**src/mia_defs.svh**
```systemverilog
/*
 indirect portal constants: addresses, field positions, reset values.
 assumes inclusion by bare name from mia_ext_regs and mia_portal; the package does not include it.
*/
`ifndef MIA_DEFS_SVH
`define MIA_DEFS_SVH
`define MIA_ADDR_CTRL 5'h0D
`define MIA_ADDR_DATA 5'h0E
`define MIA_FUNC_HI 15
`define MIA_FUNC_LO 14
`define MIA_SEL_HI 4
`define MIA_SEL_LO 0
`define MIA_SPACE_AFE 5'h1B
`define MIA_SPACE_RSVD 5'h07
`define MIA_SPACE_SQ 5'h1C
`define MIA_REG_AFE 16'h0000
`define MIA_REG_RSVD_RW 16'h003C
`define MIA_REG_RSVD_RO 16'h003D
`define MIA_REG_SQ 16'h00AC
`define MIA_AMP_HI 7
`define MIA_AMP_LO 4
`define MIA_AMP_RST 4'h2
`define MIA_SQ_HI 14
`define MIA_SQ_LO 8
`define MIA_CTRL_RST 16'h0000
`define MIA_PTR_RST 16'h0000
`endif

```
**src/mia_pkg.sv**
```systemverilog
/*
 types for the indirect access portal.
 does not include mia_defs.svh and uses none of its constants.
*/
package mia_pkg;
    typedef enum logic [1:0]
    {
        MIA_FN_ADDR,
        MIA_FN_DATA,
        MIA_FN_INC_RW,
        MIA_FN_INC_WR
    } mia_func_e;
    typedef logic [15:0] mia_word_t;
    typedef logic [4:0] mia_sel_t;
endpackage

```
**src/mia_ext_regs.sv**
```systemverilog
/*
 implemented extended registers behind the portal.
 assumes single-cycle write strobe from the portal logic.
*/
`timescale 1ns/100ps
`include "mia_defs.svh"
module mia_ext_regs
(
    input wire logic clk_i,
    input wire logic sys_rst_i,
    input wire mia_pkg::mia_sel_t sel_i,
    input wire mia_pkg::mia_word_t ptr_i,
    input wire logic wr_i,
    input wire mia_pkg::mia_word_t wdata_i,
    input wire logic [6:0] quality_i,
    output mia_pkg::mia_word_t rdata_o,
    output logic [3:0] amplitude_o
);
    import mia_pkg::*;
    typedef struct packed
    {
        mia_word_t afe;
        mia_word_t rsvd;
    } mia_ext_s;
    mia_ext_s st_r;
    mia_ext_s st_nxt;
    logic hit_afe;
    logic hit_rsvd;
    logic hit_sq;
    logic hit_ro;
    assign hit_afe = (sel_i == `MIA_SPACE_AFE) && (ptr_i == `MIA_REG_AFE);
    assign hit_rsvd = (sel_i == `MIA_SPACE_RSVD) && (ptr_i == `MIA_REG_RSVD_RW);
    assign hit_ro = (sel_i == `MIA_SPACE_RSVD) && (ptr_i == `MIA_REG_RSVD_RO);
    assign hit_sq = (sel_i == `MIA_SPACE_SQ) && (ptr_i == `MIA_REG_SQ);
    always_comb
    begin
        st_nxt = st_r;
        if (wr_i && hit_afe)
        begin
            st_nxt.afe = wdata_i;
        end
        if (wr_i && hit_rsvd)
        begin
            st_nxt.rsvd = wdata_i;
        end
        rdata_o = 16'h0000;
        if (hit_afe)
        begin
            rdata_o = st_r.afe;
        end
        else if (hit_rsvd)
        begin
            rdata_o = st_r.rsvd;
        end
        else if (hit_ro)
        begin
            rdata_o = 16'h0000;
        end
        else if (hit_sq)
        begin
            rdata_o[`MIA_SQ_HI:`MIA_SQ_LO] = quality_i;
        end
    end
    always_ff @(posedge clk_i or posedge sys_rst_i)
    begin
        if (sys_rst_i)
        begin
            st_r <= '0;
            st_r.afe[`MIA_AMP_HI:`MIA_AMP_LO] <= `MIA_AMP_RST;
        end
        else
        begin
            st_r <= st_nxt;
        end
    end
    assign amplitude_o = st_r.afe[`MIA_AMP_HI:`MIA_AMP_LO];
endmodule // mia_ext_regs

```
**src/mia_portal.sv**
```systemverilog
/*
 indirect access portal: control and address/data registers, one
 stored pointer per space, post-increment, read data register.
 assumes a management front end giving one-cycle rd/wr strobes
 with a 5-bit standard register address.
*/
// Functional notes
// - portal at standard addresses Dh and Eh
// - 32 spaces, 65536 sixteen-bit registers each
// - function 00: portal reaches stored pointer
// - other functions: portal reaches pointed register
// - function 10 increments after reads, writes
// - function 11 increments after writes only
// - bits 4:0 pick space, reset zero
// - amplitude field bits 7:4, resets 0x2
// - read-only quality index bits 14:8
`timescale 1ns/100ps
`include "mia_defs.svh"
module mia_portal
#(
    parameter int SPACES = 32
)
(
    input wire logic clk_i,
    input wire logic sys_rst_i,
    input wire logic [4:0] reg_addr_i,
    input wire logic reg_wr_i,
    input wire logic reg_rd_i,
    input wire mia_pkg::mia_word_t reg_wdata_i,
    input wire logic [6:0] rx_quality_index_i,
    output mia_pkg::mia_word_t reg_rdata_o,
    output logic reg_hit_o,
    output logic [3:0] analog_front_end_amp_o
);
    import mia_pkg::*;
    ////////////////////////////////////////////////////////////////
    typedef struct packed
    {
        mia_word_t ctrl;
        mia_word_t rdata;
        logic hit;
        logic [3:0] amp;
    } mia_state_s;
    mia_state_s st_r;
    mia_state_s st_nxt;
    // one pointer per space; kept as a plain array, too wide for the struct
    mia_word_t ptr_r [SPACES];
    mia_word_t ptr_nxt;
    logic ptr_we;
    mia_sel_t sel;
    mia_func_e func;
    logic sel_ctrl;
    logic sel_data;
    logic ext_wr;
    mia_word_t ext_rdata;
    logic [3:0] ext_amp;
    mia_word_t cur_ptr;
    logic ptr_access;
    logic bump_on_wr;
    logic bump_on_rd;
    logic data_wr;
    logic data_rd;
    mia_word_t rd_word;
    mia_word_t ptr_inc;
    ////////////////////////////////////////////////////////////////
    // selector comes from the stored control, never from the bus
    assign sel = st_r.ctrl[`MIA_SEL_HI:`MIA_SEL_LO];
    // all four codes are legal, so no illegal function to trap
    assign func = mia_func_e'(st_r.ctrl[`MIA_FUNC_HI:`MIA_FUNC_LO]);
    assign sel_ctrl = (reg_addr_i == `MIA_ADDR_CTRL);
    assign sel_data = (reg_addr_i == `MIA_ADDR_DATA);
    assign cur_ptr = ptr_r[sel];
    assign data_wr = reg_wr_i && sel_data;
    assign data_rd = reg_rd_i && sel_data;
    // carry dropped on purpose: FFFF steps to 0000
    assign ptr_inc = cur_ptr + 16'h0001;
    // function 00 writes land on the pointer only
    assign ext_wr = reg_wr_i && sel_data && (func != MIA_FN_ADDR);
    mia_ext_regs u_ext
    (
        .clk_i(clk_i),
        .sys_rst_i(sys_rst_i),
        .sel_i(sel),
        .ptr_i(cur_ptr),
        .wr_i(ext_wr),
        .wdata_i(reg_wdata_i),
        .quality_i(rx_quality_index_i),
        .rdata_o(ext_rdata),
        .amplitude_o(ext_amp)
    );
    ////////////////////////////////////////////////////////////////
    // function decode: what the portal reaches and when it bumps
    always_comb
    begin
        ptr_access = 1'b0;
        bump_on_wr = 1'b0;
        bump_on_rd = 1'b0;
        case (func)
            MIA_FN_ADDR:
            begin
                ptr_access = 1'b1;
            end
            MIA_FN_DATA:
            begin
                bump_on_wr = 1'b0;
                bump_on_rd = 1'b0;
            end
            MIA_FN_INC_RW:
            begin
                bump_on_wr = 1'b1;
                bump_on_rd = 1'b1;
            end
            MIA_FN_INC_WR:
            begin
                // reads keep the pointer, so a read may be repeated
                bump_on_wr = 1'b1;
                bump_on_rd = 1'b0;
            end
            default:
            begin
                ptr_access = 1'b0;
            end
        endcase
    end
    ////////////////////////////////////////////////////////////////
    // read word, picked before it is registered
    always_comb
    begin
        rd_word = 16'h0000;
        if (sel_ctrl)
        begin
            rd_word = st_r.ctrl;
        end
        else if (sel_data && ptr_access)
        begin
            rd_word = cur_ptr;
        end
        else if (sel_data)
        begin
            rd_word = ext_rdata;
        end
    end
    ////////////////////////////////////////////////////////////////
    // pointer of the selected space: load, bump or keep
    always_comb
    begin
        ptr_we = 1'b0;
        ptr_nxt = cur_ptr;
        if (data_wr && ptr_access)
        begin
            ptr_we = 1'b1;
            ptr_nxt = reg_wdata_i;
        end
        else if (data_wr && bump_on_wr)
        begin
            ptr_we = 1'b1;
            ptr_nxt = ptr_inc;
        end
        else if (data_rd && bump_on_rd)
        begin
            ptr_we = 1'b1;
            ptr_nxt = ptr_inc;
        end
    end
    ////////////////////////////////////////////////////////////////
    // hit and read word registered so the outputs come from flops
    always_comb
    begin
        st_nxt = st_r;
        st_nxt.hit = 1'b0;
        // amp copied once more: one cycle extra lag, clean flop output
        st_nxt.amp = ext_amp;
        // reserved bits stored as written; host keeps them zero
        if (reg_wr_i && sel_ctrl)
        begin
            st_nxt.ctrl = reg_wdata_i;
        end
        if (reg_rd_i)
        begin
            st_nxt.hit = sel_ctrl || sel_data;
            st_nxt.rdata = rd_word;
        end
    end
    ////////////////////////////////////////////////////////////////
    always_ff @(posedge clk_i or posedge sys_rst_i)
    begin
        if (sys_rst_i)
        begin
            st_r <= '0;
            st_r.ctrl <= `MIA_CTRL_RST;
            st_r.amp <= `MIA_AMP_RST;
            for (int i = 0; i < SPACES; i++)
            begin
                ptr_r[i] <= `MIA_PTR_RST;
            end
        end
        else
        begin
            st_r <= st_nxt;
            if (ptr_we)
            begin
                ptr_r[sel] <= ptr_nxt;
            end
        end
    end
    assign reg_rdata_o = st_r.rdata;
    assign reg_hit_o = st_r.hit;
    assign analog_front_end_amp_o = st_r.amp;
endmodule // mia_portal

```
**config.mk**
```make
export PLATFORM = sky130hd
export DESIGN_NAME = mia_portal
export DESIGN_NICKNAME = d
export VERILOG_FILES = /design/src/mia_pkg.sv /design/src/mia_ext_regs.sv /design/src/mia_portal.sv
export VERILOG_INCLUDE_DIRS = /design/src
export SDC_FILE = /design/constraint.sdc
export NUM_CORES = 1
export LEC_CHECK = 0
export BUFFER_PORTS_ARGS = -buffer_cell sky130_fd_sc_hd__buf_4
export CAP_MARGIN = 15
export CORE_UTILIZATION = 40
export DETAILED_ROUTE_END_ITERATION = 10
export PLACE_DENSITY_LB_ADDON = 0.3
export SLEW_MARGIN = 20
export SYNTH_ARGS = -nofsm -noshare
export SYNTH_HDL_FRONTEND = slang
export SYNTH_HIERARCHICAL = 1
export SYNTH_SLANG_ARGS = --single-unit
```
**constraint.sdc**
```tcl
create_clock -name clk_i -period 17.14 [get_ports clk_i]
set_input_delay 0 -clock clk_i [delete_from_list [all_inputs] [get_ports clk_i]]
set_output_delay 0 -clock clk_i [all_outputs]
set_load 0.01 [all_outputs]
```
After elaboration in Yosys (flattened, before gate mapping)
Index checks and enable logic that the tools add are counted.
{"block": "classes", "bitwise": 1, "mux": 23, "n_reduce_logical": 20, "order_cmp": 2, "addsub": 1, "eq_ne": 10}
{"cell": "$bwmux 512", "n": 1}
{"cell": "$mux 16", "n": 11}
{"cell": "$bmux 16 s5", "n": 1}
{"cell": "$demux 16 s5", "n": 1}
{"cell": "$eq 16x6->1 const B", "n": 2}
{"cell": "$add 16x1->16 const B", "n": 1}
{"cell": "$eq 16x8->1 const B", "n": 1}
{"cell": "$logic_not 16->1", "n": 1}
{"cell": "$logic_and 1x1->1", "n": 15}
{"cell": "$mux 7", "n": 2}
{"cell": "$eq 5x4->1 const B", "n": 2}
{"cell": "$eq 5x5->1 const B", "n": 2}
{"cell": "$mux 1", "n": 7}
{"cell": "$ge 6x6->1 const B", "n": 1}
{"cell": "$lt 6x1->1 const B", "n": 1}
{"cell": "$not 5->6", "n": 1}
{"cell": "$eq 5x3->1 const B", "n": 1}
{"cell": "$eq 2x2->1 const B", "n": 2}
{"cell": "$logic_not 2->1", "n": 1}
{"cell": "$reduce_bool 2->1", "n": 1}
{"cell": "$reduce_or 2->1", "n": 1}
{"cell": "$logic_or 1x1->1", "n": 1}
{"block": "totals", "register_bits": 581}

Logic depth before layout (Yosys ltp)
Gate-level depths: netlist (run 1).
{"block": "logic_depth", "depth_word": 13, "ltp_mapped": 18}

Cells and area by module
The synthesis (run 1) kept the hierarchy.
{"mod": "mia_portal", "seq_area_each_um2": 13739.4, "cells_each": 2490, "n_inst": 1, "area_per_inst_um2": 24662.4}
{"mod": "mia_ext_regs", "seq_area_each_um2": 802.0, "cells_each": 131, "n_inst": 1, "area_per_inst_um2": 1719.1}

Worst setup path after synthesis (run 1)
No wires, ideal clock.
{"block": "synth_timing", "kind": "reg2reg", "start": "register st_r, in the netlist sel[1]", "end": "register st_r, in the netlist reg_rdata_o[14]", "setup_slack_ns": 12.966, "t_required_ns": 17.003, "path_stages_with_launch": 19, "t_arrival_ns": 4.037, "cell_sequence": "dfrtp_1 buf_2 buf_2 buf_2 clkbuf_1 mux4_2 a32oi_1 and4_1 inv_1 nor4_4 nand4_2 buf_6 nor2_2 buf_2 mux2_2 a22oi_1 nor2_1 a21oi_1 a21oi_1"}
{"block": "synth_via", "elab_chain_len": 13, "elab_cells_between_ends": 22}
{"element": "start, declared", "line": "mia_portal.sv:44", "rtl": "mia_state_s st_r;"}
{"element": "start signal, assigned", "line": "mia_portal.sv:199", "rtl": "st_r <= st_nxt;"}
{"element": "$not 5->6 (implied by the code) *", "line": "mia_portal.sv:72", "rtl": "assign cur_ptr = ptr_r[sel];"}
{"element": "$bmux 16 s5 *", "line": "mia_portal.sv:72"}
{"element": "$mux 16 (implied by the code) * (2 in a row)", "line": "mia_portal.sv:72"}
{"element": "named net cur_ptr[15]", "line": "mia_portal.sv:57", "rtl": "mia_word_t cur_ptr;"}
{"element": "$eq 16x8->1 (no source line)"}
{"element": "$logic_and 1x1->1", "line": "mia_ext_regs.sv:34", "rtl": "assign hit_sq = (sel_i == `MIA_SPACE_SQ) && (ptr_i == `MIA_REG_SQ);"}
{"element": "$mux 7", "line": "mia_ext_regs.sv:59", "rtl": "else if (hit_sq)"}
{"element": "$mux 7", "line": "mia_ext_regs.sv:55", "rtl": "else if (hit_ro)"}
{"element": "$mux 16", "line": "mia_ext_regs.sv:51", "rtl": "else if (hit_rsvd)"}
{"element": "$mux 16 *", "line": "mia_ext_regs.sv:47", "rtl": "if (hit_afe)"}
{"element": "named net ext_rdata[14]", "line": "mia_portal.sv:55", "rtl": "mia_word_t ext_rdata;"}
{"element": "$mux 16 *", "line": "mia_portal.sv:138", "rtl": "else if (sel_data)"}
{"element": "$mux 16 *", "line": "mia_portal.sv:134", "rtl": "else if (sel_data && ptr_access)"}
{"element": "$mux 16 *", "line": "mia_portal.sv:130", "rtl": "if (sel_ctrl)"}
The timed path passes the listed nets; every way through them passes the cells marked *. The select of a mux whose other input is x is not followed.
A chain may end at the register's enable or synchronous reset.

Worst setup path in the final report (run 1)
Ends and elaborated chain as after synthesis.

==> results of run 1 <==
## worst max-delay path: cells and delay by family, from the launching register on
family                 cells  cell delay [ns]
multiplexers               2             0.71
buffers and inverters      2             1.42
AND/OR/NAND/NOR            6             2.67
flip-flops                 1             0.77
AO/OA/AOI/OAI              4             0.54
## through the flow
| stage | hold WS, ns | instances | util |
|---|---|---|---|
| after floorplan | 0.115 | 2621 | - |
| after global placement | 0.161 | 3350 | 0.422 |
| after detailed placement | 0.161 | 3350 | 0.422 |
| after CTS | 0.0476 | 3483 | 0.459 |
| after global routing | 0.104 | 3486 | 0.460 |
| final | 0.0569 | 3486 | 0.460 |
## cell type report
class                      count  area [um2]  share of cell area
sequential                   581       14500               0.488
multi-input combinational   1786       10800               0.362
clock buffer                  88        1760              0.0589
timing repair buffer         146        1220              0.0411
tap                          855        1070              0.0359
clock inverter                24         394              0.0132
inverter                       6        35.0             0.00117
## sequential cells by signal, summed over array words and instances (netlist names)
signal	cells
u_ext/st_r	28
st_r	9
sel	5
reg_hit_o	1
func	2
u_ext/amplitude_o	4
analog_front_end_amp_o	4
reg_rdata_o	16
ptr_r	512
## metal layers
layer	vias up	part of all wire	wire length (um)
met4	0	0.027	2150
met5	-	0	0
li1	9044	-	-
met3	138	0.074	5860
met1	9951	0.44	34900
met2	812	0.46	36400
## path summary, 6_finish.rpt
kind	slack [ns]	end
max	10.80	reg_rdata_o[14]$_DFFE_PP0P_
max in group asynchronous	15.52	ptr_r[46]$_DFFE_PP0P_
max reg2reg	10.80	reg_rdata_o[14]$_DFFE_PP0P_
min in group clk_i	0.10	reg_rdata_o[9]$_DFFE_PP0P_
min	0.06	st_r[30]$_DFFE_PP0P_
min reg2reg	0.38	analog_front_end_amp_o[1]$_DFF_PP1_
## cells in the final DEF (no fill, tap or decap), drive strengths merged, types with 11 or more instances in the layout
cell type / instances
clkinv: 12
mux2i: 250
mux2: 55
buf: 125
nor3: 18
o22ai: 127
nor4: 35
nand2: 33
nand3: 18
a21oi: 546
dlygate4sd3: 21
clkbuf: 88
dfrtp: 579
nor2: 601
xor2: 11
## report_power, final
part | switching (W) | internal, W | total, W
clock network | 0.000556 | 0.000858 | 0.00141
registers | 0.0000512 | 0.00144 | 0.00149
logic | 0.000394 | 0.000191 | 0.000585
total | 0.00100 | 0.00249 | 0.00349
## kinds of logic (layout without fill, tap and decap cells)
family                   after synthesis  in the layout  synth area share
multiplexers                         313            313             0.127
adder cells (fa/ha/maj)                1              1          0.000474
AO/OA/AOI/OAI                        699            699             0.143
buffers and inverters                254            264            0.0473
XOR/XNOR                              13             13           0.00432
AND/OR/NAND/NOR                      760            760             0.127
flip-flops                           581            581             0.551
## what timing repair did
action,4_1_cts,5_1_grt
hold endpoints to repair,378,0
endpoints found under the setup margin,0,0
hold buffers,21,0
==> impl_summary.md, run 1 <==
Power
The maximum ir drop on the vdd rail is about 0.076 mV. Power spread over the standard cell area amounts to ~120 nW/um2. In this run the static leakage power is approximately 14 nW. The completed layout was analyzed and its total power is 0.00349 W.

STA
The number of hold violations in the final report is 0. The final-report setup violation count is 0. The setup TNS after final layout is 0 ns.

The minimum clock period is 6.34 ns. Clock skew on the completed layout was measured at between 0.02 and 0.03 ns. The post-route clock period utilization is 0.370.

Measured against its own limit, the worst slew margin works out to 0.180. The minimum setup slack in the final design is 10.80 ns. For the pin with the worst max-slew slack, the measured transition is approximately 1.2 ns.

The final count of pins violating max slew is 0. The fmax is about 160 MHz. Setup repair after global routing left no endpoint under its margin.

Global routing
The total track usage is 0.237. The global-route wire length before repair is approximately 120,000 um. For this run, global-route usage on met2 was measured as 0.373.

The number of global-route vias before repair is roughly 19,000. For this run the aggregate overflow at the end of global routing stands at 0. The met3 global-route usage is 0.0389. The number of antenna violations at the first check in global routing is 0. The global-route track usage on met1 is 0.336. After global routing, the most crowded layer is met2. The largest net degree at the start of global routing is between 150 and 200.

Critical path
The critical path is of the reg2reg type. The depth of the worst register-to-register path is 14. Tracing the worst setup path back leads to its startpoint at sel[1]$_DFFE_PP0P_. The element type at the critical path end is a register.

The slowest stage of the critical path belongs to the cell sky130_fd_sc_hd__buf_4. The arrival time of data at the critical path endpoint is 6.84 ns. The startpoint type of the worst setup path is a register.

The delay of the slowest critical-path stage is 0.83 ns. The startpoint identified for the worst register-to-register timing path is sel[1]$_DFFE_PP0P_. Data on the critical path is required at its endpoint by 17.65 ns.

The maximum net fanout on the critical path is 55. The signal on the critical path passes through buf_4, buf_4, mux2i_1, o22ai_1, nor4_1, nand2_1, nor4_4, nand4_2, nor2_2, mux2_2, a22oi_1, nor2_1, a21oi_1, a21oi_1.

Layout
For this run, the post-layout net count is 2,613. Summing all non-filler instances in the final layout gives an area of between 20,000 and 30,000 um2. The count of antenna diodes in the layout is 0. Fill cells in the final layout number just under 6,000. The signed area change from the synthesized netlist to the final layout is 13.1%. The share of layout cells above drive strength 1 is 0.143.

Flow run
Max-cap violations in this run came to 0.

Die
Measured along the x axis, the die boundary spans between 200 and 300 um. The full die area is 67,000 um2. The effective utilization at floorplan is 0.407. The number of standard-cell rows in the floorplan is 93. The die is approximately 260 um tall.

During I/O placement, the number of pins put on the boundary was 53. The core box area is 64,800 um2.

Place
The placed instance area is approximately 27,000 um2. The pre-CTS setup slack is between 10 and 15 ns. Routability-driven placement finished with a final weighted congestion of 0.850. The number of port buffers is between 50 and 60. The HPWL after detailed placement is between 40,000 and 50,000 um.

Logic synthesis
After synthesis, the cell types taking the most area are sky130_fd_sc_hd__dfrtp_1 (55%), sky130_fd_sc_hd__a21oi_1 (10%), sky130_fd_sc_hd__mux2i_1 (9.4%), sky130_fd_sc_hd__nor2_1 (8.5%), sky130_fd_sc_hd__o22ai_1 (3.0%). Dividing the synthesized area by the synthesized cell count gives around 10 um2. The number of synthesized flops with an enable pin is 0.

The sequential element share of the synthesized area is 0.551. The count of yosys warnings during synthesis is 6. The most frequent cell after synthesis is sky130_fd_sc_hd__nor2_1. Counting distinct cell types in the post-synthesis netlist gives between 60 and 70.

The share of synthesized area in the top cell type comes to 0.549. The gate count of the mapped netlist is around 2,600. The biggest area contributor in the post-synthesis netlist is sky130_fd_sc_hd__dfrtp_1. The number of nets in the synthesized netlist is between 2,000 and 3,000. The number of flip-flops and latches in the synthesized netlist is slightly below 600. In the synthesized netlist the async set-or-reset flop fraction comes to 1.00. By count the netlist is led by sky130_fd_sc_hd__nor2_1 (599), sky130_fd_sc_hd__dfrtp_1 (579), sky130_fd_sc_hd__a21oi_1 (536), sky130_fd_sc_hd__mux2i_1 (248), sky130_fd_sc_hd__clkbuf_1 (132). Among all flip-flop cells after synthesis, the most frequent one is sky130_fd_sc_hd__dfrtp_1. Summing every instance area after synthesis gives 26,400 um2.

Clock network
The number of clock buffers added by TritonCTS is 59. Once the clock tree was built, the resizer swapped 0 gates to a different size. The total number of clock tree sinks is roughly 580. The number of buffers between clock root and the deepest sink is 3. The clock latency of the later-clocked register in the worst-skew pair is around 0.64 ns.

The root buffer cell chosen for the clock tree is sky130_fd_sc_hd__clkbuf_16. The CTS tree is built. The H-tree generated during clock tree synthesis spans 2 levels. The clock-pin transition on the worst setup and hold timing paths is ~0.060 ns. The post-CTS repair timing setup buffer count is 0.

Routing
In this run, the number of DRC markers left after iteration 0 of detailed routing was 1,965. The detail-routed via count per cell is 5.72. After detailed routing, the average wire length per cell comes to ~23 um.

The number of iterations in the first detailed-routing pass is 5. Summing over every cut layer, the via total after detailed routing is around 20,000. The number of nets with antenna violations after detailed routing is 0. After detailed routing, the number of remaining DRC violations is 0. The routed design has slightly below 80,000 um of wire.

Run status
The flow ran to the end, and the final reports show no timing, DRC or antenna violations.

Hold path
The tightest min-delay check is of the in2async type.
Power figures use the tool's default switching activity.
==> run 2, diff against run 1 <==
Clock period 17.14 ns to 6.4 ns, I/O delays scaled along.
==> run 2 against run 1 <==
  * Combinational power grew to 2.7 times the previous value
  * Largest cell class unchanged
  * Non-clock buffer count rose by 9
  * Highest routed layer unchanged
  * Design area shrank 0.23%
  * Sequential share of layout area rose by 0.11 points
  * Critical path type unchanged
  * Clock-buffer cell count did not move
  * Fmax up 19%
  * First-iteration DRC count is 2.3% lower
  * Flip-flop and latch count did not move
==> impl_summary.md, run 2 (synthesis results as in run 1) <==
Run status
Run status: finished, final reports clean (unchanged).

Power
The leakage power summed over all cells is 13.5 nW (about the same). The total power density per cell area is 304 nW/um2 (was 117 nW/um2). The maximum ir drop on the vdd rail is 0.221 mV (was 0.0764 mV).

Routing
The count of unresolved DRC violations after routing is 0 (unchanged). The number of nets with antenna violations after detailed routing is 0 (unchanged). The routed wire length on met3 is 5340 um (was 5860 um). The wire length reported by the detailed router is 77,200 um (was 79,300 um).

The average detailed-routed wire length per instance is 22.1 um (was 22.8 um). The detail-routed via count per cell is 5.69 (was 5.72). The total length of routed met2 wires was 36,000 um (was 36,400 um). The number of iterations in the first detailed-routing pass is 9 (was 5). The met1 layer wirelength in the final routing is 33,900 um (was 34,900 um). The highest metal layer with signal wires is met4 (unchanged). The number of DRC markers in iteration 0 is 1,920 (was 1,965). The via total after detailed routing is 19,800 (was 19,900).

Clock network
The number of buffers between clock root and the deepest sink came to 3 (unchanged). The number of CTS-inserted buffers is 59 (unchanged). The buffer type at the clock tree root is sky130_fd_sc_hd__clkbuf_16 (unchanged).

The clock latency of the later-clocked register in the worst-skew pair was 0.64 ns (about the same). The clock-pin transition on the worst setup and hold timing paths is 0.06 ns (about the same). The post-CTS repair timing setup buffer count is 0 (unchanged).

The CTS tree is built (unchanged). The maximum level of the CTS H-tree was 2 (unchanged). The total number of clock tree sinks is 581 (unchanged).

Critical path
The register-to-register path setup slack came to 1.08 ns (was 10.80 ns). The maximum net fanout on the critical path is 32 (was 55). The element type at the critical path end is a register (unchanged). The depth of the worst register-to-register path is 12 (was 14). The destination of the worst register-to-register timing path is reg_rdata_o[14]$_DFFE_PP0P_ (unchanged). The startpoint of the worst-slack reg-to-reg timing path is sel[3]$_DFFE_PP0P_ (was sel[1]$_DFFE_PP0P_). The arrival time of data at the critical path endpoint came to 5.83 ns (was 6.84 ns). The startpoint type of the worst setup path is a register (unchanged). The type of the setup path with the least slack is reg2reg (unchanged). The data required time of the critical path is 6.91 ns (was 17.65 ns).

STA
The worst-case headroom to the max-slew limit is 0.238 (was 0.180). The transition at the pin with the smallest max-transition slack was 1.12 ns (was 1.22 ns). The post-route clock period utilization is 0.831 (was 0.370). RSZ-0062 raised after global routing: no (unchanged).

The fmax is 188 MHz (was 158 MHz). The minimum clock period is 5.32 ns (was 6.34 ns). The clock skew is 0.0178 ns (was 0.0276 ns). The final count of pins violating max slew was 0 (unchanged). The final-report setup violation count was 0 (unchanged). The number of hold violations in the final report was 0 (unchanged).

Layout
The share of layout cells above drive strength 1 is 0.143 (about the same). The signed area change from the synthesized netlist to the final layout is 12.8% (was 13.1%). The fill cell instance count of the final layout is 5,904 (was 5,919). The count of antenna diodes in the layout is 0 (unchanged). The number of nets in the layout came to 2,622 (was 2,613). Commonest non-fill, non-tap cells in the layout: sky130_fd_sc_hd__dfrtp_1 (578), sky130_fd_sc_hd__nor2_1 (567), sky130_fd_sc_hd__a21oi_1 (536), sky130_fd_sc_hd__mux2i_1 (241), sky130_fd_sc_hd__o22ai_1 (126) (unchanged).

The most frequent standard cell in the layout excluding fill and tap cells is sky130_fd_sc_hd__dfrtp_1 (unchanged). The final instance area was 29,800 um2 (about the same). The register with the most flip-flops was ptr_r (unchanged). The final design utilization is 0.459 (was 0.460). The number of flip-flops in the largest register is 512 (unchanged).

Die
The full die area came to 67,000 um2 (unchanged). The chip width is 259 um (unchanged). The die outline height is 259 um (unchanged).

The count of boundary I/O pins was 53 (unchanged). The core box area is 64,800 um2 (unchanged). The effective utilization at floorplan came to 0.407 (unchanged). The number of standard-cell rows in the floorplan came to 93 (unchanged).

Place
The half-perimeter wire length after detailed placement came to 50,900 um (was 48,700 um). The placed instance area is 27,500 um2 (was 27,400 um2). The routability-driven placement congestion ratio is 0.943 (was 0.850).

The number of port buffers is 52 (unchanged).

Global routing
The total track usage is 0.232 (was 0.237). The number of antenna violations at the first check in global routing came to 0 (unchanged). The number of global-route vias before repair is 19,300 (about the same). The global-route wire length before repair is 119,000 um (was 120,000 um). The overflow left after global routing is 0 (unchanged). The largest net degree at the start of global routing is 195 (was 185).

Flow run
The number of maximum-capacitance constraint violations came to 0 (unchanged).

Hold path
The class of the worst hold path was in2async (unchanged).
## run 2: cell types whose count changed in the layout (fill, tap and decap cells not counted), moves of 3 or more
cell                        delta
sky130_fd_sc_hd__nor2_4        +3
sky130_fd_sc_hd__nor2_2        -3
sky130_fd_sc_hd__buf_4         +5
sky130_fd_sc_hd__bufinv_16     -7
sky130_fd_sc_hd__buf_12        +5
## run 2: per-stage QoR
step	worst slack [ns]	setup TNS [ns]	total power [W]	hold slack [ns]	instances
floorplan	-1.07	-585.84	0.00511	0.115	2621
global placement	1.26	0	0.00556	-0.0444	3359
detailed placement	1.28	0	0.00560	-0.0410	3359
CTS	1.27	0	0.00909	0.0281	3487
global route	0.851	0	0.00939	0.0676	3489
finish	1.08	0	0.00906	0.0282	3489
## run 2: power by group
group	internal [W]	total, W	switching, W
sequential	0.00385	0.00400	0.000154
clock	0.00202	0.00349	0.00147
combinational	0.000522	0.00157	0.00105
total	0.00639	0.00906	0.00268
## run 2: cell type report
type                       count  area [um2]  share of cell area
sequential                   581       14500               0.489
timing repair buffer         155        1330              0.0448
clock inverter                18         215             0.00723
tap                          855        1070              0.0359
inverter                       6        26.3            0.000883
multi-input combinational   1786       10800               0.363
clock buffer                  88        1760              0.0590
## run 2: repair_timing
item                      in CTS  in global routing
hold buffers                  22                  0
resized for setup              0                  0
hold endpoints to repair     517                  0
## run 2: worst max-delay path by stage
stage / startpoint / end / slack, ns
2_1_floorplan: sys_rst_i / analog_front_end_amp_o[0]$_DFF_PP0_ / -1.07
3_3_place_gp: sel[3]$_DFFE_PP0P_ / reg_rdata_o[14]$_DFFE_PP0P_ / 1.26
3_5_place_dp: sel[3]$_DFFE_PP0P_ / reg_rdata_o[14]$_DFFE_PP0P_ / 1.28
4_1_cts: sel[3]$_DFFE_PP0P_ / reg_rdata_o[14]$_DFFE_PP0P_ / 1.27
5_1_grt: sel[3]$_DFFE_PP0P_ / reg_rdata_o[14]$_DFFE_PP0P_ / 0.85
6_report: sel[3]$_DFFE_PP0P_ / reg_rdata_o[14]$_DFFE_PP0P_ / 1.08
## run 2: critical path, cell delays in order (launching register included)
cell                      delay, ns
sky130_fd_sc_hd__dfrtp_1       0.92
sky130_fd_sc_hd__or4b_1        0.79
sky130_fd_sc_hd__o22ai_1       0.19
sky130_fd_sc_hd__nor4_1        0.66
sky130_fd_sc_hd__nand2_2       0.31
sky130_fd_sc_hd__nor4_4        0.58
sky130_fd_sc_hd__nand4_2       0.38
sky130_fd_sc_hd__nor2_2        0.42
sky130_fd_sc_hd__mux2_2        0.40
sky130_fd_sc_hd__a22oi_1       0.19
sky130_fd_sc_hd__nor2_1        0.06
sky130_fd_sc_hd__a21oi_1       0.17
sky130_fd_sc_hd__a21oi_1       0.08
## run 2: per-layer routing
| layer | GRT usage | vias to the layer above |
|---|---|---|
| met3 | 0.0366 | 125 |
| met1 | 0.327 | 9927 |
| met4 | 0.0736 | 0 |
| li1 | - | 9051 |
| met5 | 0 | - |
| met2 | 0.367 | 742 |
